<file path="config.mk">
export PLATFORM = sky130hd
export DESIGN_NAME = asp_serial_port
export DESIGN_NICKNAME = d
export VERILOG_FILES = /design/src/asp_pkg.sv /design/src/asp_serial_port.sv
export VERILOG_INCLUDE_DIRS = /design/src
export SDC_FILE = /design/constraint.sdc
export NUM_CORES = 1
export LEC_CHECK = 0
export BUFFER_PORTS_ARGS = -buffer_cell sky130_fd_sc_hd__buf_4
export CORE_MARGIN = 3
export CORE_UTILIZATION = 25
export CTS_CLUSTER_SIZE = 25
export DETAILED_ROUTE_END_ITERATION = 8
export GPL_ROUTABILITY_DRIVEN = 0
export RECOVER_POWER = 50
export SETUP_SLACK_MARGIN = 0.05
export SLEW_MARGIN = 10
export SYNTH_ARGS = -nofsm -noshare
export SYNTH_HDL_FRONTEND = slang
export SYNTH_SLANG_ARGS = --single-unit
</file>
<file path="constraint.sdc">
create_clock -name i_clk_sys -period 9.9 [get_ports i_clk_sys]
set_clock_uncertainty 0.15 [all_clocks]
set_input_delay 0.495 -clock i_clk_sys [delete_from_list [all_inputs] [get_ports i_clk_sys]]
set_output_delay 0.495 -clock i_clk_sys [all_outputs]
set_load 0.05 [all_outputs]
</file>
<file path="src/asp_params.svh">
`ifndef ASP_PARAMS_SVH
`define ASP_PARAMS_SVH

// register offsets
`define ASP_REG_IFACE    7'h07
`define ASP_REG_COMP     7'h25
`define ASP_REG_FRAME    7'h26
`define ASP_REG_STAT     7'h27
`define ASP_REG_TSL      7'h5b
`define ASP_REG_TSCTL    7'h5c
`define ASP_REG_TSR      7'h5d

// interface control fields
`define ASP_MS_BIT       6
`define ASP_FSP_BIT      4
`define ASP_WORD_LENGTH_SEL_LO      2
`define ASP_FMT_LO       0

// time-slot control fields
`define ASP_TSEN_BIT     8
`define ASP_TRI_BIT      7
`define ASP_B8_BIT       5
`define ASP_OESEL_BIT    2
`define ASP_TSL_HI_BIT   1
`define ASP_TSR_HI_BIT   0

// companding and frame fields
`define ASP_COMP_LO      1
`define ASP_FLEN_LO      0
`define ASP_IDLE_LO      4

// reset values
`define ASP_RST_IFACE    9'h000
`define ASP_RST_COMP     9'h000
`define ASP_RST_FRAME    9'h000
`define ASP_RST_TSL      9'h000
`define ASP_RST_TSCTL    9'h000
`define ASP_RST_TSR      9'h000

// bit clock half period in system clocks when driving the link
`define ASP_BCLK_HALF_DIV 2

`endif

</file>
<file path="src/asp_pkg.sv">
package asp_pkg;

    typedef enum logic [1:0] {
        ASP_IDLE  = 2'b00,
        ASP_DRIVE = 2'b01,
        ASP_HOLD  = 2'b11
    } asp_state_t;

    typedef enum logic [1:0] {
        ASP_FMT_RJ  = 2'b00,
        ASP_FMT_LJ  = 2'b01,
        ASP_FMT_I2S = 2'b10,
        ASP_FMT_PCM = 2'b11
    } asp_fmt_t;

    typedef enum logic [1:0] {
        ASP_COMP_OFF  = 2'b00,
        ASP_COMP_RSVD = 2'b01,
        ASP_COMP_MU   = 2'b10,
        ASP_COMP_A    = 2'b11
    } asp_comp_t;

    typedef enum logic [2:0] {
        ASP_IDLE_HIZ = 3'h0,
        ASP_IDLE_PD  = 3'h1,
        ASP_IDLE_PU  = 3'h2,
        ASP_IDLE_LO  = 3'h3,
        ASP_IDLE_HI  = 3'h4
    } asp_idle_t;

endpackage

</file>
<file path="src/asp_serial_port.sv">
// Chosen here: the plain strobed port and the register offsets.
`timescale 1ns/1ps
`include "asp_params.svh"

module asp_serial_port #(
    parameter int unsigned HALF_DIV = `ASP_BCLK_HALF_DIV
) (
    // clock and reset
    input  wire logic        i_clk_sys,
    input  wire logic        i_arst_n,
    // register port
    input  wire logic [6:0]  i_addr,
    input  wire logic [8:0]  i_wdata,
    input  wire logic        i_wr,
    input  wire logic        i_rd,
    output logic      [8:0]  o_rdata,
    // samples from the converter
    input  wire logic [23:0] i_left,
    input  wire logic [23:0] i_right,
    input  wire logic        i_sample_stb,
    // bit clock pin
    input  wire logic        i_bclk,
    output logic             o_bclk,
    output logic             o_bclk_oe,
    // frame sync pin
    input  wire logic        i_fs,
    output logic             o_fs,
    output logic             o_fs_oe,
    // serial audio out pin
    output logic             o_sdata,
    output logic             o_sdata_oe,
    output logic             o_sdata_pull_up,
    output logic             o_sdata_pull_dn
);
    import asp_pkg::*;

    logic [1:0]  rst_sync;
    logic        rst_n;
    logic [8:0]  iface;
    logic [8:0]  comp;
    logic [8:0]  frame;
    logic [8:0]  tsl;
    logic [8:0]  tsctl;
    logic [8:0]  tsr;
    logic        master_select;
    logic        frame_sync_polarity;
    logic        timeslot_enable;
    logic        tri_timing;
    logic        byte_word_override;
    logic        out_enable_select;
    logic [1:0]  word_length_sel;
    logic [9:0]  left_slot_start;
    logic [9:0]  right_slot_start;
    asp_fmt_t    fmt;
    asp_comp_t   comp_sel;
    asp_idle_t   idle_sel;
    logic [9:0]  flen;
    logic [9:0]  half;
    logic [5:0]  wbits;
    logic [7:0]  div_cnt;
    logic        tick;
    logic        bclk_prev;
    logic        rise_ev;
    logic        fall_ev;
    logic [9:0]  mcnt;
    logic [9:0]  next_mcnt;
    logic        next_mfs;
    logic        fs_new;
    logic        fs_last;
    logic        fs_chg;
    logic        fs_rose;
    logic [9:0]  hc;
    logic [9:0]  fc;
    logic [9:0]  next_hc;
    logic [9:0]  next_fc;
    logic        load_ev;
    logic [23:0] buf_l;
    logic [23:0] buf_r;
    logic        pend;
    logic [31:0] lword;
    logic [31:0] rword;
    logic [31:0] wl_cur;
    logic [31:0] wr_cur;
    logic        chan;
    logic        win;
    logic [9:0]  pos;
    logic [10:0] start;
    logic [10:0] sl;
    logic [10:0] sr;
    logic [4:0]  bidx;
    logic [4:0]  bidx_q;
    logic        bitv;
    asp_state_t  st;
    asp_state_t  next_st;
    logic        next_bit;
    logic        dbit;

    function automatic logic [9:0] frame_len(input logic [2:0] s);
        case (s)
            3'h1:    frame_len = 10'h080;
            3'h2:    frame_len = 10'h040;
            3'h3:    frame_len = 10'h020;
            3'h4:    frame_len = 10'h0c0;
            default: frame_len = 10'h100;
        endcase
    endfunction

    function automatic logic [5:0] word_bits(input logic [1:0] w, input logic b8);
        if (b8)
            word_bits = 6'h08;
        else
            case (w)
                2'b00:   word_bits = 6'h10;
                2'b01:   word_bits = 6'h14;
                2'b10:   word_bits = 6'h18;
                default: word_bits = 6'h20;
            endcase
    endfunction

    function automatic logic in_win(input logic [9:0] p, input logic [10:0] s,
                                    input logic [5:0] w);
        in_win = ({1'b0, p} >= s) && (({1'b0, p} - s) < {5'h00, w});
    endfunction

    // 13-bit linear to mu-law byte
    function automatic logic [7:0] mu_enc(input logic [12:0] s);
        logic [11:0] mag;
        logic [12:0] bias;
        logic [2:0]  ex;
        logic [3:0]  mt;
        mag  = s[12] ? ~s[11:0] : s[11:0];
        bias = {1'b0, mag} + 13'h0021;
        if (bias[12])
            bias = 13'h0fff;
        ex = 3'h0;
        for (int i = 1; i < 8; i++)
            if (bias[i+5])
                ex = 3'(i);
        mt = 4'(bias >> ({1'b0, ex} + 4'h1));
        mu_enc = ~{s[12], ex, mt};
    endfunction

    // 12-bit linear to A-law byte
    function automatic logic [7:0] al_enc(input logic [11:0] s);
        logic [10:0] mag;
        logic [2:0]  ex;
        logic [3:0]  mt;
        mag = s[11] ? ~s[10:0] : s[10:0];
        ex  = 3'h0;
        for (int i = 1; i < 8; i++)
            if (mag[i+3])
                ex = 3'(i);
        mt = (ex == 3'h0) ? mag[3:0] : 4'(mag >> ({1'b0, ex} - 4'h1));
        al_enc = {~s[11], ex, mt} ^ 8'h55;
    endfunction

    function automatic logic [31:0] to_word(input logic [23:0] x, input asp_comp_t c);
        case (c)
            ASP_COMP_MU: to_word = {mu_enc(x[23:11]), 24'h000000};
            ASP_COMP_A:  to_word = {al_enc(x[23:12]), 24'h000000};
            default:     to_word = {x, 8'h00};
        endcase
    endfunction

    // reset release
    always_ff @(posedge i_clk_sys or negedge i_arst_n)
    begin
        if (!i_arst_n)
            rst_sync <= 2'b00;
        else
            rst_sync <= {rst_sync[0], 1'b1};
    end
    assign rst_n = rst_sync[1];

    // register writes
    always_ff @(posedge i_clk_sys or negedge rst_n)
    begin
        if (!rst_n)
        begin
            iface <= `ASP_RST_IFACE;
            comp  <= `ASP_RST_COMP;
            frame <= `ASP_RST_FRAME;
            tsl   <= `ASP_RST_TSL;
            tsctl <= `ASP_RST_TSCTL;
            tsr   <= `ASP_RST_TSR;
        end
        else if (i_wr)
        begin
            case (i_addr)
                `ASP_REG_IFACE: iface <= i_wdata;
                `ASP_REG_COMP:  comp  <= i_wdata;
                `ASP_REG_FRAME: frame <= i_wdata;
                `ASP_REG_TSL:   tsl   <= i_wdata;
                `ASP_REG_TSCTL: tsctl <= i_wdata;
                `ASP_REG_TSR:   tsr   <= i_wdata;
                default:        ;
            endcase
        end
    end

    // register reads, data valid only the cycle after the strobe
    always_ff @(posedge i_clk_sys or negedge rst_n)
    begin
        if (!rst_n)
            o_rdata <= 9'h000;
        else if (i_rd)
        begin
            case (i_addr)
                `ASP_REG_IFACE: o_rdata <= iface;
                `ASP_REG_COMP:  o_rdata <= comp;
                `ASP_REG_FRAME: o_rdata <= frame;
                `ASP_REG_TSL:   o_rdata <= tsl;
                `ASP_REG_TSCTL: o_rdata <= tsctl;
                `ASP_REG_TSR:   o_rdata <= tsr;
                `ASP_REG_STAT:  o_rdata <= {5'h00, st, fs_last, pend};
                default:        o_rdata <= 9'h000;
            endcase
        end
        else
            o_rdata <= 9'h000;
    end

    assign master_select       = iface[`ASP_MS_BIT];
    assign frame_sync_polarity = iface[`ASP_FSP_BIT];
    assign word_length_sel     = iface[`ASP_WORD_LENGTH_SEL_LO +: 2];
    assign fmt                 = asp_fmt_t'(iface[`ASP_FMT_LO +: 2]);
    assign timeslot_enable     = tsctl[`ASP_TSEN_BIT];
    assign tri_timing          = tsctl[`ASP_TRI_BIT];
    assign byte_word_override  = tsctl[`ASP_B8_BIT];
    assign out_enable_select   = tsctl[`ASP_OESEL_BIT];
    assign left_slot_start     = {tsctl[`ASP_TSL_HI_BIT], tsl};
    assign right_slot_start    = {tsctl[`ASP_TSR_HI_BIT], tsr};
    assign comp_sel            = asp_comp_t'(comp[`ASP_COMP_LO +: 2]);
    assign idle_sel            = asp_idle_t'(frame[`ASP_IDLE_LO +: 3]);
    assign flen                = frame_len(frame[`ASP_FLEN_LO +: 3]);
    assign half                = flen >> 1;
    assign wbits               = word_bits(word_length_sel, byte_word_override);

    // bit clock generation and edge events
    assign tick    = (div_cnt == 8'(HALF_DIV - 1));
    assign rise_ev = master_select ? (tick & ~o_bclk) : (i_bclk & ~bclk_prev);
    assign fall_ev = master_select ? (tick & o_bclk) : (~i_bclk & bclk_prev);

    always_ff @(posedge i_clk_sys or negedge rst_n)
    begin
        if (!rst_n)
        begin
            div_cnt <= 8'h00;
            o_bclk  <= 1'b0;
        end
        else if (!master_select)
        begin
            div_cnt <= 8'h00;
            o_bclk  <= 1'b0;
        end
        else if (tick)
        begin
            div_cnt <= 8'h00;
            o_bclk  <= ~o_bclk;
        end
        else
            div_cnt <= div_cnt + 8'h01;
    end

    always_ff @(posedge i_clk_sys or negedge rst_n)
    begin
        if (!rst_n)
        begin
            bclk_prev <= 1'b0;
            o_bclk_oe <= 1'b0;
            o_fs_oe   <= 1'b0;
        end
        else
        begin
            bclk_prev <= i_bclk;
            o_bclk_oe <= master_select;
            o_fs_oe   <= master_select;
        end
    end

    // master frame counter and sync generation
    assign next_mcnt = (mcnt >= flen - 10'h001) ? 10'h000 : mcnt + 10'h001;

    always_comb
    begin
        case (fmt)
            ASP_FMT_PCM: next_mfs = (next_mcnt == 10'h000);
            ASP_FMT_I2S: next_mfs = (next_mcnt >= half);
            default:     next_mfs = (next_mcnt < half);
        endcase
    end

    always_ff @(posedge i_clk_sys or negedge rst_n)
    begin
        if (!rst_n)
        begin
            mcnt <= 10'h000;
            o_fs <= 1'b0;
        end
        else if (!master_select)
        begin
            mcnt <= 10'h000;
            o_fs <= 1'b0;
        end
        else if (fall_ev)
        begin
            mcnt <= next_mcnt;
            o_fs <= next_mfs;
        end
    end

    // position counters since the last sync edge and since sync rise
    assign fs_new  = master_select ? next_mfs : i_fs;
    assign fs_chg  = fs_new ^ fs_last;
    assign fs_rose = fs_new & ~fs_last;
    assign next_hc = fs_chg ? 10'h000 : ((hc == 10'h3ff) ? hc : hc + 10'h001);
    assign next_fc = fs_rose ? 10'h000 : ((fc == 10'h3ff) ? fc : fc + 10'h001);
    assign load_ev = fall_ev & fs_chg & ((fmt == ASP_FMT_I2S) ? ~fs_new : fs_new);

    always_ff @(posedge i_clk_sys or negedge rst_n)
    begin
        if (!rst_n)
        begin
            fs_last <= 1'b0;
            hc      <= 10'h3ff;
            fc      <= 10'h3ff;
        end
        else if (fall_ev)
        begin
            fs_last <= fs_new;
            hc      <= next_hc;
            fc      <= next_fc;
        end
    end

    // sample capture at the converter rate, loaded at frame start
    always_ff @(posedge i_clk_sys or negedge rst_n)
    begin
        if (!rst_n)
        begin
            buf_l <= 24'h000000;
            buf_r <= 24'h000000;
            pend  <= 1'b0;
            lword <= 32'h00000000;
            rword <= 32'h00000000;
        end
        else
        begin
            if (i_sample_stb)
            begin
                buf_l <= i_left;
                buf_r <= i_right;
            end
            if (i_sample_stb)
                pend <= 1'b1;
            else if (load_ev)
                pend <= 1'b0;
            if (load_ev)
            begin
                lword <= wl_cur;
                rword <= wr_cur;
            end
        end
    end

    assign wl_cur = load_ev ? to_word(buf_l, comp_sel) : lword;
    assign wr_cur = load_ev ? to_word(buf_r, comp_sel) : rword;

    // slot window and bit selection for the coming rising edge
    always_comb
    begin
        chan  = 1'b0;
        pos   = next_hc;
        start = 11'h000;
        sl    = 11'h000;
        sr    = 11'h000;
        case (fmt)
            ASP_FMT_RJ:
            begin
                chan  = ~fs_new;
                start = {1'b0, half} - {5'h00, wbits};
            end
            ASP_FMT_LJ:
            begin
                chan  = ~fs_new;
                start = 11'h000;
            end
            ASP_FMT_I2S:
            begin
                chan  = fs_new;
                start = 11'h001;
            end
            default:
            begin
                pos = next_fc;
                if (timeslot_enable)
                begin
                    sl = {1'b0, left_slot_start};
                    sr = {1'b0, right_slot_start};
                end
                else
                begin
                    sl = frame_sync_polarity ? 11'h000 : 11'h001;
                    sr = sl + {5'h00, wbits};
                end
                if (in_win(next_fc, sl, wbits))
                begin
                    chan  = 1'b0;
                    start = sl;
                end
                else
                begin
                    chan  = 1'b1;
                    start = sr;
                end
            end
        endcase
        win  = in_win(pos, start, wbits);
        bidx = 5'({1'b0, pos} - start);
        bitv = chan ? wr_cur[5'h1f - bidx] : wl_cur[5'h1f - bidx];
    end

    // pin driver state
    always_comb
    begin
        next_st  = st;
        next_bit = dbit;
        if (fall_ev)
        begin
            if (win)
            begin
                next_st  = ASP_DRIVE;
                next_bit = bitv;
            end
            else if (st == ASP_DRIVE && out_enable_select && !tri_timing)
                next_st = ASP_HOLD;
            else
                next_st = ASP_IDLE;
        end
        else if (rise_ev && st == ASP_HOLD)
            next_st = ASP_IDLE;
    end

    always_ff @(posedge i_clk_sys or negedge rst_n)
    begin
        if (!rst_n)
        begin
            st              <= ASP_IDLE;
            dbit            <= 1'b0;
            bidx_q          <= 5'h00;
            o_sdata         <= 1'b0;
            o_sdata_oe      <= 1'b0;
            o_sdata_pull_up <= 1'b0;
            o_sdata_pull_dn <= 1'b0;
        end
        else
        begin
            st   <= next_st;
            dbit <= next_bit;
            if (fall_ev && win)
                bidx_q <= bidx;
            o_sdata <= (next_st != ASP_IDLE) ? next_bit : (idle_sel == ASP_IDLE_HI);
            o_sdata_oe <= (next_st != ASP_IDLE) || (idle_sel == ASP_IDLE_LO)
                          || (idle_sel == ASP_IDLE_HI);
            o_sdata_pull_up <= (next_st == ASP_IDLE) && (idle_sel == ASP_IDLE_PU);
            o_sdata_pull_dn <= (next_st == ASP_IDLE) && (idle_sel == ASP_IDLE_PD);
        end
    end

    master_pins_a: assert property (@(posedge i_clk_sys) disable iff (!rst_n)
        master_select && $past(master_select) |=> o_bclk_oe && o_fs_oe)
        else $error("master mode does not drive clock pins");

    frame_len_a: assert property (@(posedge i_clk_sys) disable iff (!rst_n)
        master_select && $past(master_select) && $past(fall_ev) && $stable(frame)
        |-> mcnt < flen)
        else $error("master frame counter beyond frame length");

    idle_hiz_a: assert property (@(posedge i_clk_sys) disable iff (!rst_n)
        st == ASP_IDLE && idle_sel == ASP_IDLE_HIZ && !fall_ev |=> !o_sdata_oe)
        else $error("idle pin driven in hi-z setting");

    lj_msb_a: assert property (@(posedge i_clk_sys) disable iff (!rst_n)
        fall_ev && fmt == ASP_FMT_LJ && fs_chg
        |=> st == ASP_DRIVE && o_sdata == ($past(fs_new) ? lword[31] : rword[31]))
        else $error("left-justified MSB not presented after sync edge");

    pcm_sync_a: assert property (@(posedge i_clk_sys) disable iff (!rst_n)
        master_select && fall_ev && fmt == ASP_FMT_PCM && mcnt == flen - 10'h001
        |=> o_fs ##1 (o_fs || fall_ev))
        else $error("PCM frame sync not raised at frame start");

    slot_start_a: assert property (@(posedge i_clk_sys) disable iff (!rst_n)
        fall_ev && fmt == ASP_FMT_PCM && timeslot_enable && next_fc == left_slot_start
        |=> st == ASP_DRIVE && bidx_q == 5'h00)
        else $error("left slot MSB not at programmed count");

    byte_word_a: assert property (@(posedge i_clk_sys) disable iff (!rst_n)
        byte_word_override && $past(byte_word_override) && st == ASP_DRIVE
        && $past(fall_ev) |-> bidx_q < 5'h08)
        else $error("word longer than eight bits under override");

    release_a: assert property (@(posedge i_clk_sys) disable iff (!rst_n)
        st == ASP_HOLD && rise_ev |=> st == ASP_IDLE)
        else $error("data pin not released after LSB");

    rdata_pulse_a: assert property (@(posedge i_clk_sys) disable iff (!rst_n)
        !i_rd |=> o_rdata == 9'h000)
        else $error("read data present without read strobe");

endmodule // asp_serial_port

</file>
---- Word-level counts from Yosys, hierarchy flattened ----
Index checks and enable logic that the tools add are counted.
word-level totals
  register bits ........................... 228
  bits in latches ......................... 0
  bits in writable memories ............... 0
  ROM bits ................................ 0
  input port bits ......................... 71
  output and inout bits ................... 17
  word-level logic and storage cells ...... 226
  memories kept ........................... 0
operators by class
  add/sub/neg operators ................... 16
  multipliers ............................. 0
  divide/modulo/power cells ............... 0
  magnitude comparators ................... 8
  equal/unequal tests ..................... 29
  shift-type cells ........................ 4
  multiplexer cells ....................... 92
  bitwise operators ....................... 23
  reduce and logical (&&, ||, !) cells .... 26
operators with widths
  operator                                        count
  case mux 32 bit (2 select lines)                2
  2-to-1 mux 10 bit                               10
  2-to-1 mux 3 bit                                28
  2-to-1 mux 32 bit                               2
  case mux 9 bit (7 select lines)                 1
  2-to-1 mux 12 bit                               4
  2-to-1 mux 11 bit                               4
  case mux 9 bit (4 select lines)                 1
  case mux 11 bit (3 select lines)                1
  adder 10 x 1 -> 10 bit (second input constant)  3
  adder 12 x 6 -> 13 bit (second input constant)  2
  2-to-1 mux 13 bit                               2
  >> shifter 13 x 4 -> 4 bit                      2
  inverter 12 bit                                 2
  >= comparator 10 x 11 -> 1 bit                  2
  less-than comparator 11 x 6 -> 1 bit            2
  2-to-1 mux 1 bit                                22
  inverter 11 bit                                 2
  >> shifter 11 x 4 -> 4 bit                      2
  subtractor 10 x 11 -> 11 bit                    2
  == test 7 x 6 -> 1 bit (second input constant)  3
  == test 7 bit (second input constant)           3
  == test 10 bit (second input constant)          2
  case mux 6 bit (3 select lines)                 1
  other kinds (41)                                93

---- Longest topological paths before layout ----
Gate-level depths: netlist of the first run.
  depth after elaboration ................. 24
  mapped depth ............................ 54
  depth with buffers taken out ............ 50

---- Worst setup path after synthesis of the first run ----
No wires, ideal clock.
  kind .................................... flip-flop to flip-flop
  from .................................... reg frame[2]
  to ...................................... reg o_sdata
  setup time .............................. 87 ps
  data arrival time ....................... 10,102 ps
  required time ........................... 9,663 ps
  slack ................................... -439 ps
  stages on the path, launching flop included .. 53
  buffers on the path ..................... 4
  path through ............................ dfrtp_1 > clkbuf_1 > nor2b_1 > nand2_1 > ha_1 > xnor2_1 > ha_1 > and3_1 > o21ai_0 > o211ai_1 > nor2_1 > ha_1 > nor2b_1 > o21a_1 > o21a_1 > a211oi_4 > a32oi_4 > o31ai_1 > [17 not listed] > o31ai_1 > a21oi_1 > ha_1 > o21ai_0 > a21boi_0 > or2_2 > clkbuf_1 > inv_1 > ha_1 > o21a_1 > o21a_1 > o21ai_0 > nand4_1 > or3_1 > clkbuf_1 > a32oi_1 > a32oi_1 > o211ai_1
on the way
  cells in the longest elaborated chain, start to end .. 23
  elaborated cells between the ends (all ways) .. 49
  those cells by class .................... 5 x add/sub; 7 x order compare; 4 x eq/ne; 24 x mux; 5 x bitwise; 4 x reduce/logical
RTL lines
  element                                                             RTL line                source
  start, declared                                                     asp_serial_port.sv:41   logic [8:0] frame;
  start signal, assigned                                              asp_serial_port.sv:182  frame <= `ASP_RST_FRAME;
  start signal, assigned                                              asp_serial_port.sv:192  `ASP_REG_FRAME: frame <= i_wdata;
  == test 3 bit, or another cell as far along                         asp_serial_port.sv:99   case (s)
  case mux 9 bit (4 select lines) *                                   asp_serial_port.sv:99
  subtractor 10 x 1 -> 10 bit                                         asp_serial_port.sv:282  assign next_mcnt = (mcnt >= flen - 10'h001) ? 10'h000 : mcnt + 10'h001;
  >= comparator 10 bit                                                asp_serial_port.sv:282
  2-to-1 mux 10 bit                                                   asp_serial_port.sv:282
  less-than comparator 10 x 9 -> 1 bit, or another cell as far along  asp_serial_port.sv:289  default: next_mfs = (next_mcnt < half);
  case mux 1 bit (2 select lines) *                                   asp_serial_port.sv:286  case (fmt)
  2-to-1 mux 1 bit *                                                  asp_serial_port.sv:313  assign fs_new = master_select ? next_mfs : i_fs;
  via fs_new                                                          asp_serial_port.sv:68   logic fs_new;
  [2 not listed]                                                      -
  via next_fc[1]                                                      asp_serial_port.sv:75   logic [9:0] next_fc;
  [5 not listed]                                                      -
  subtractor 10 x 11 -> 11 bit                                        asp_serial_port.sv:419  bidx = 5'({1'b0, pos} - start);
  subtractor 5 bit                                                    asp_serial_port.sv:420  bitv = chan ? wr_cur[5'h1f - bidx] : wl_cur[5'h1f - bidx];
  binary-select mux 1 bit (select 5 bit)                              asp_serial_port.sv:420
  2-to-1 mux 1 bit (not written as such)                              asp_serial_port.sv:420
  2-to-1 mux 1 bit                                                    asp_serial_port.sv:420
  2-to-1 mux 1 bit                                                    asp_serial_port.sv:430  if (win)
  2-to-1 mux 1 bit                                                    asp_serial_port.sv:428  if (fall_ev)
  2-to-1 mux 1 bit *                                                  asp_serial_port.sv:462  o_sdata <= (next_st != ASP_IDLE) ? next_bit : (idle_sel == ASP_IDLE_HI);
  end signal, assigned                                                asp_serial_port.sv:462
  end, declared                                                       asp_serial_port.sv:30   output logic o_sdata,
The timed path passes the listed nets; every way through them passes the cells marked *. The select of a mux whose other input is x is not followed.
A chain may end at the register's enable or synchronous reset.

---- Final worst setup path of the first run ----
Ends and elaborated chain as after synthesis.

==> results of run 1 <==
-- through the flow --
stage	util, %	worst slack, ns	setup TNS [ns]	cells
after floorplan	-	0.0533	0	1883
after global placement	27.8	0.0676	0	2721
after detailed placement	27.8	-0.331	-0.975	2721
after CTS	30.2	0.0512	0	2829
after global routing	30.3	0.0114	0	2835
final	30.3	0.497	0	2835
-- repair_timing --
action	CTS	global route
setup endpoints to repair	5	7
setup buffers	6	7
hold buffers	48	0
endpoints found under the hold margin	49	0
pin swaps	2	9
resized for setup	4	25
-- registers in the layout, indices dropped and copies added, names as in the netlist, 10 cells and up --
register	cells
fc	10
lword	32
hc	10
mcnt	10
rword	32
buf_l	24
buf_r	24
-- cell usage in the layout, fill, tap and decap left out, drive strengths merged, types with 21 or more instances in the layout --
master,netlist,layout
and2,35,35
nand2,197,197
ha,48,48
dfrtp,208,208
dlygate4sd3,0,48
nor2b,34,34
inv,53,55
a31oi,31,31
a21oi,93,93
mux2i,47,47
nand2b,21,21
o31ai,31,31
xnor2,38,38
nand3,42,42
o22ai,23,23
buf,29,108
xor2,37,37
nor2,155,155
o21ai,104,104
nor3,38,38
clkbuf,109,62
mux2,122,122
nand4,21,21
-- synthesized netlist by cell type (17+ instances only) --
master    count
and2_1       33
xor2_1       37
nor3_1       38
a21o_1       20
xnor2_1      38
a21oi_1      93
inv_1        53
nand4_1      20
clkbuf_1    108
nand3_1      42
a31oi_1      31
ha_1         48
nand2b_1     21
a211oi_1     19
mux2i_1      46
dfstp_2      20
o21ai_0     102
nor2_1      154
o31ai_1      31
dfrtp_1     208
nor2b_1      34
nand2_1     197
o211ai_1     17
mux2_2      121
o22ai_1      22
a22oi_1      19
-- critical path, delay by kind of cell (launching register included) --
| kind | cells | cell delay, ns |
|---|---|---|
| compound gates | 17 | 2.75 |
| xor+xnor | 2 | 0.27 |
| fa+ha+maj | 8 | 2.26 |
| buf+inv | 4 | 0.70 |
| flops | 1 | 0.43 |
| mux | 4 | 0.82 |
| simple gates | 10 | 1.88 |
-- logic make-up after synthesis --
group | count (synthesis)
AOI/OAI and AO/OA | 516
DFF | 228
muxes | 179
other | 1
xor gates and xnor gates | 75
buffers and inverters | 195
adders and majority gates | 49
and+or+nand+nor | 638
-- power by group through the flow --
stage / Sequential, mW / Combinational [mW] / Clock, mW
3_5_place_dp: 1.27 / 1.34 / 0
6_report: 1.25 / 1.46 / 1.11
3_3_place_gp: 1.26 / 1.31 / 0
5_1_grt: 1.28 / 1.60 / 1.18
4_1_cts: 1.25 / 1.38 / 1.14
2_1_floorplan: 1.19 / 1.02 / 0
-- layer usage --
layer	vias to the layer above	global-route usage (%)
met5	-	0
met4	2	4.25
met3	109	1.74
met2	540	23.7
met1	7483	18.6
li1	7086	-
-- cell type report --
class	count	area [µm²]
clock buffer	37	816
fill	6727	45400
sequential	228	5730
timing repair buffer	181	1400
clock inverter	17	201
multi-input combinational	1460	10300
tap	855	1070
inverter	57	214
-- worst min path at each step --
| stage | end | start | slack (ns) |
|---|---|---|---|
| floorplan | rst_sync[0]$_DFF_PN0_ | i_arst_n | 0.05 |
| global placement | rst_sync[0]$_DFF_PN0_ | i_arst_n | 0.13 |
| detailed placement | rst_sync[0]$_DFF_PN0_ | i_arst_n | 0.13 |
| CTS | buf_l[3]$_DFFE_PN0P_ | i_left[3] | 0.003 |
| global route | buf_l[3]$_DFFE_PN0P_ | i_left[3] | 0.01 |
| finish | buf_l[3]$_DFFE_PN0P_ | i_left[3] | 0.03 |
==> key figures, run 1 <==
Run status
  • Status: finished with violations
  • Failing checks: max-capacitance violations, max-slew violations

Drt
  • WL per Instance: between 15 and 20 µm
  • WL met2: 24,300 µm
  • WL final: about 50,000 µm
  • Router iterations before antenna repair: 7
  • # DRC: 0
  • WL met1: 22,100 µm
  • Max layer used: met5
  • Routed Antenna Nets: 0
  • Avg Vias per Cell: around 5.4
  • Via count: 15,220
  • 1st-iter DRT viols: about 1,500
  • WL met3: roughly 2700 µm

Power and ir drop
  • Clock Power Share: between 20 and 30%
  • Leak Pwr: slightly above 8 nW
  • Internal cell power: 2.41 mW
  • Sw power: 1.42 mW
  • Combinational share of power: 38.1%
  • Switching part of the total: 37.1%
  • PwrDens: 194 nW/µm²
  • Seq pwr share: 32.8%
  • Worst IR Drop VDD: a little over 0.1 mV
  • Final Power: 3.82 mW

Floorplanning
  • Boundary pin count: 88
  • Placeable Area: 65,000 µm²
  • Die Wd: 264 µm
  • Initial Utilization: between 20% and 30%
  • Die area: 69,500 µm²
  • Die height: 264 µm
  • # rows: 93

Synthesis
  • Post-Synthesis Cell Area: 16,600 µm²
  • Syn_area_per_cell: 8.82 µm²
  • EDFF count, synth: 0
  • Post-synthesis compound-gate area fraction: 21.6%
  • Area share of the leading cell type in the synthesized netlist: 31.4%
  • Seq/Total Area, Yosys: 34.5%
  • Top post-synthesis cells by area: dfrtp_1 31%, mux2_2 8.2%, nand2_1 4.5%
  • Flops & latches, synth: roughly 230
  • Post-synthesis cell type count: 102
  • Simple-Gate Fraction of Synth Area: 18.9%
  • Syn. warnings: 0
  • Synth Area in Adders: under 10%
  • Main flop type after synthesis: dfrtp_1
  • XOR/XNOR share of the synthesized area: under 10%
  • Mux share of post-synthesis cell area: 12.5%
  • Largest family of logic cells by synthesized area: compound AO/OA/AOI/OAI gates
  • Gate Count Post-Synth: 1,881
  • Ys async rst share: 100%
  • Yosys top cell by area: dfrtp_1

GRT
  • GRT overflow: 0
  • Number of global-route vias before repair: 14,953
  • Global Route Usage Sum: ~14%
  • Antenna violations before repair: 1
  • Largest net degree at the start of global routing: 92
  • Global-route wire length before repair: 81,700 µm

Worst setup path
  • Worst Path Required: 10.20 ns
  • Worst r2r path cells: 45
  • Crit path kind: reg -> reg
  • Worst Path Arrival: ~9.7 ns
  • Worst Path Max Fanout: 26
  • Reg-to-Reg Start: frame[2]$_DFFE_PN0P_
  • Setup crit start kind: register
  • Slowest stage cell, crit path: fa_2
  • Crit path launch: frame[2]$_DFFE_PN0P_
  • CP dominant cell by count: ha_1
  • Critical R2R Capture: o_sdata$_DFF_PN0_
  • CP peak stage delay: between 0.5 and 0.6 ns
  • CP endpoint kind: register
  • Worst Setup EP: o_sdata$_DFF_PN0_
  • Worst reg-to-reg setup slack: just under 0.5 ns

CTS
  • Clock sinks: 228
  • Htree depth: 1
  • Root buffer cell: clkbuf_16
  • Clock Latency Late Sink: 0.59 ns
  • CTS Buf Count: 29
  • Clk buf depth: 3
  • CTS tree: done
  • Clock transition at path regs: about 0.06 ns

Timing
  • Fin crit period: between 9 and 10 ns
  • Worst slew margin: -107%
  • RSZ-0062 raised after global routing: no
  • Final hold violations: 0
  • Final Max Tran Viols: slightly above 200
  • Final period util: 95.0%
  • Hold slack: between 0.02 and 0.03 ns
  • Fmax achieved: 0.106 GHz
  • Final number of setup-violating endpoints: 0
  • Worst Tran Pin Value: 3.10 ns

Cells and area
  • Post-route design area: 19,700 µm²
  • Number of antenna diodes: 0
  • Nets: 2,077
  • Area Overhead vs Synth: 18.6%
  • Layout cells sized above 1: 18.4%

Min path
  • Hold Path Depth: 2
  • Type of the worst min-delay path: in -> reg

Place
  • Detail Placement HPWL: 35,700 µm
  • Dpl cell area: 18,100 µm²
  • IO buf count: 87

Flow run
  • MaxCap Viol Count: 5
Note: power is estimated with default switching activity, not from simulation.
==> inputs of run 2 (changes only) <==
BUFFER_PORTS_ARGS = -buffer_cell sky130_fd_sc_hd__buf_2   (was -buffer_cell sky130_fd_sc_hd__buf_4)
==> run 2 against run 1 <==
The run still ends with max-capacitance violations, max-slew violations left. Cell area decreased by 1.1%. Largest power group unchanged. Highest routed layer is now met4. First-iteration DRC count decreased by 8.4%. Routed wire length decreased by 0.22%. Via count decreased by 0.47%. Combinational power about the same. Critical endpoint unchanged. Clock-buffer cell count unchanged. Critical path type unchanged. Clock power about the same. Die area unchanged. Maximum frequency increased by 0.49%. Sequential share of layout area increased by 0.34 points.
==> key figures, run 2 (synthesis gave the netlist of run 1 again) <==
Min path
  • Type of the worst min-delay path: in -> reg
  • WHS Endpoint: buf_l[1]$_DFFE_PN0P_
  • Origin of the worst min-delay path: i_left[1]
  • Hold Path Depth: 2 (unchanged)

Drt
  • Routed Antenna Nets: 0 (unchanged)
  • WL per Instance: 17.8 µm (-0.15%)
  • Router iterations before antenna repair: 5 (-2)
  • 1st-iter DRT viols: 1,410 (-8.4%)
  • Via count: 15,148 (-0.47%)
  • WL final: 50,300 µm (-0.22%)
  • Avg Vias per Cell: 5.35 (-0.40%)
  • # DRC: 0 (unchanged)

Worst setup path
  • CP peak stage delay: 0.45 ns (-0.12 ns)
  • CP dominant cell by count: ha_1
  • Critical path buffer and inverter count: 1 (-3)
  • CP delay by family, top: compound AO/OA/AOI/OAI gates
  • Worst Path Required: 10.20 ns (about the same)
  • CP endpoint kind: register
  • Critical R2R Capture: o_sdata$_DFF_PN0_
  • Setup crit start kind: register
  • Worst Path Arrival: 9.65 ns (-0.05 ns)
  • Crit path kind: reg -> reg
  • Worst reg-to-reg setup slack: 0.54 ns (+0.05 ns)
  • Slowest stage cell, crit path: dfrtp_2
  • Worst r2r path cells: 47 (+4.4%)
  • Worst Path Max Fanout: 6 (-77%)
  • Reg-to-Reg Start: frame[1]$_DFFE_PN0P_

Timing
  • RSZ-0062 raised after global routing: no
  • Worst Tran Pin Value: 4.16 ns (+1.06 ns)
  • Hold slack: 0.0203 ns (-0.00591 ns)
  • Final period util: 94.5% (-0.47 points)
  • Final hold violations: 0 (unchanged)
  • Final number of setup-violating endpoints: 0 (unchanged)
  • Fmax achieved: 0.107 GHz (+0.49%)
  • Worst slew margin: -177% (-71 points)
  • Setup TNS: 0 ns (unchanged)
  • Fin crit period: 9.36 ns (-0.0463 ns)
  • Final Max Tran Viols: 212 (+4.4%)

Cells and area
  • Register Area: 5730 µm² (about the same)
  • Number of antenna diodes: 0 (unchanged)
  • Fillers: 6,752 (+0.37%)
  • Most frequent cells in the layout: 207 x dfrtp_1, 197 x nand2_1, 152 x nor2_1
  • Largest registers: lword x32, rword x32
  • Layout cells sized above 1: 18.4% (-0.032 points)
  • Area Overhead vs Synth: 17.2%
  • Nets: 2,079 (+0.096%)
  • Most common cell after layout, fill and taps aside: dfrtp_1
  • Multi-input logic area: 10,200 µm² (-0.33%)

Power and ir drop
  • Final Power: 3.79 mW (-0.73%)
  • Leak Pwr: 8.07 nW (-1.0%)
  • Clock Power Share: 28.9% (-0.3 points)
  • Internal cell power: 2.40 mW (-0.44%)
  • PwrDens: 195 nW/µm² (+0.42%)
  • Combinational share of power: 38.3% (+0.2 points)
  • Sw power: 1.40 mW (-1.2%)
  • Worst IR Drop VDD: 0.137 mV (+32%)
  • Switching part of the total: 36.9% (-0.18 points)
  • Seq pwr share: 32.8% (about the same)

Floorplanning
  • Initial Utilization: 25.5% (unchanged)
  • Die Wd: 264 µm (unchanged)
  • Die height: 264 µm (unchanged)
  • Placeable Area: 65,000 µm² (unchanged)
  • # rows: 93 (unchanged)
  • Die area: 69,500 µm² (unchanged)
  • Boundary pin count: 88 (unchanged)

CTS
  • CTS Buf Count: 28 (-3.4%)
  • Clk buf depth: 3 (unchanged)
  • CTS tree: done
  • Root buffer cell: clkbuf_16
  • Htree depth: 1 (unchanged)
  • Clock sinks: 228 (unchanged)
  • Clock transition at path regs: 0.06 ns (about the same)
  • Clock Latency Late Sink: 0.58 ns (about the same)

GRT
  • GR Util met2: 23.8% (+0.099 points)
  • GR Util met3: 1.75% (+0.0093 points)
  • Largest net degree at the start of global routing: 92 (unchanged)
  • Number of global-route vias before repair: 14,880 (-0.49%)
  • Antenna violations before repair: 0 (-1)
  • Met1 usage: 18.0% (-0.52 points)
  • Global Route Usage Sum: 13.8% (-0.14 points)
  • GRT overflow: 0 (unchanged)
  • Grt peak-use layer: met2
  • Global-route wire length before repair: 80,600 µm (-1.3%)

Run status
  • Failing checks: max-capacitance violations, max-slew violations
  • Status: finished with violations

Place
  • IO buf count: 87 (unchanged)
  • Detail Placement HPWL: 35,700 µm (about the same)

Flow run
  • MaxCap Viol Count: 4 (-1)
run 2: how the worst max path moves through the flow:
stage,start,end,slack (ns),depth (start not counted)
6_report,frame[1]$_DFFE_PN0P_,o_sdata$_DFF_PN0_,0.54,47
5_1_grt,frame[1]$_DFFE_PN0P_,o_sdata$_DFF_PN0_,0.04,49
4_1_cts,frame[1]$_DFFE_PN0P_,o_sdata$_DFF_PN0_,0.11,48
3_5_place_dp,frame[1]$_DFFE_PN0P_,o_sdata$_DFF_PN0_,-0.37,48
3_3_place_gp,frame[1]$_DFFE_PN0P_,o_sdata$_DFF_PN0_,0.06,48
2_1_floorplan,frame[2]$_DFFE_PN0P_,o_sdata$_DFF_PN0_,0.05,52
run 2: power groups by stage:
| stage | Clock, mW | Combinational (mW) | Sequential (mW) |
|---|---|---|---|
| floorplan | 0 | 1.02 | 1.19 |
| global placement | 0 | 1.31 | 1.25 |
| detailed placement | 0 | 1.34 | 1.26 |
| CTS | 1.13 | 1.38 | 1.24 |
| global route | 1.16 | 1.59 | 1.27 |
| finish | 1.10 | 1.45 | 1.25 |
run 2: final cells by class:
class | count | share of cell area (%)
multi-input combinational | 1460 | 52.5
sequential | 228 | 29.5
timing repair buffer | 184 | 6.37
tap | 855 | 5.50
clock buffer | 37 | 4.03
inverter | 57 | 1.10
clock inverter | 12 | 1.02
run 2: worst register-to-register path, delay by kind of cell (launching register included):
| kind | cells | cell delay [ns] |
|---|---|---|
| muxes | 2 | 0.50 |
| and+or+nand+nor | 10 | 1.68 |
| DFF | 1 | 0.45 |
| AOI/OAI and AO/OA | 24 | 4.11 |
| xor gates and xnor gates | 3 | 0.49 |
| adders and majority gates | 7 | 1.81 |
| buffers and inverters | 1 | 0.09 |
run 2: repair_timing:
| item | 4_1_cts | 5_1_grt |
|---|---|---|
| endpoints found under the hold margin | 47 | 0 |
| pin swaps | 3 | 9 |
| hold buffers | 46 | 0 |
| setup endpoints to repair | 5 | 7 |
| gates resized for setup | 4 | 21 |
| setup buffers | 5 | 7 |
run 2: stage by stage:
stage | instances | cell area, µm² | utilization (%) | worst slack (ns)
finish | 2833 | 19500 | 29.9 | 0.544
global route | 2833 | 19500 | 29.9 | 0.0391
CTS | 2826 | 19400 | 29.8 | 0.114
detailed placement | 2726 | 17900 | 27.5 | -0.369
global placement | 2726 | 17900 | 27.5 | 0.0556
floorplan | 1883 | 16600 | - | 0.0533
run 2: metal layers:
layer	vias up	part of all wire [%]
li1	7077	-
met1	7451	44
met2	526	49
met3	94	5.1
met4	0	2.6
met5	-	0
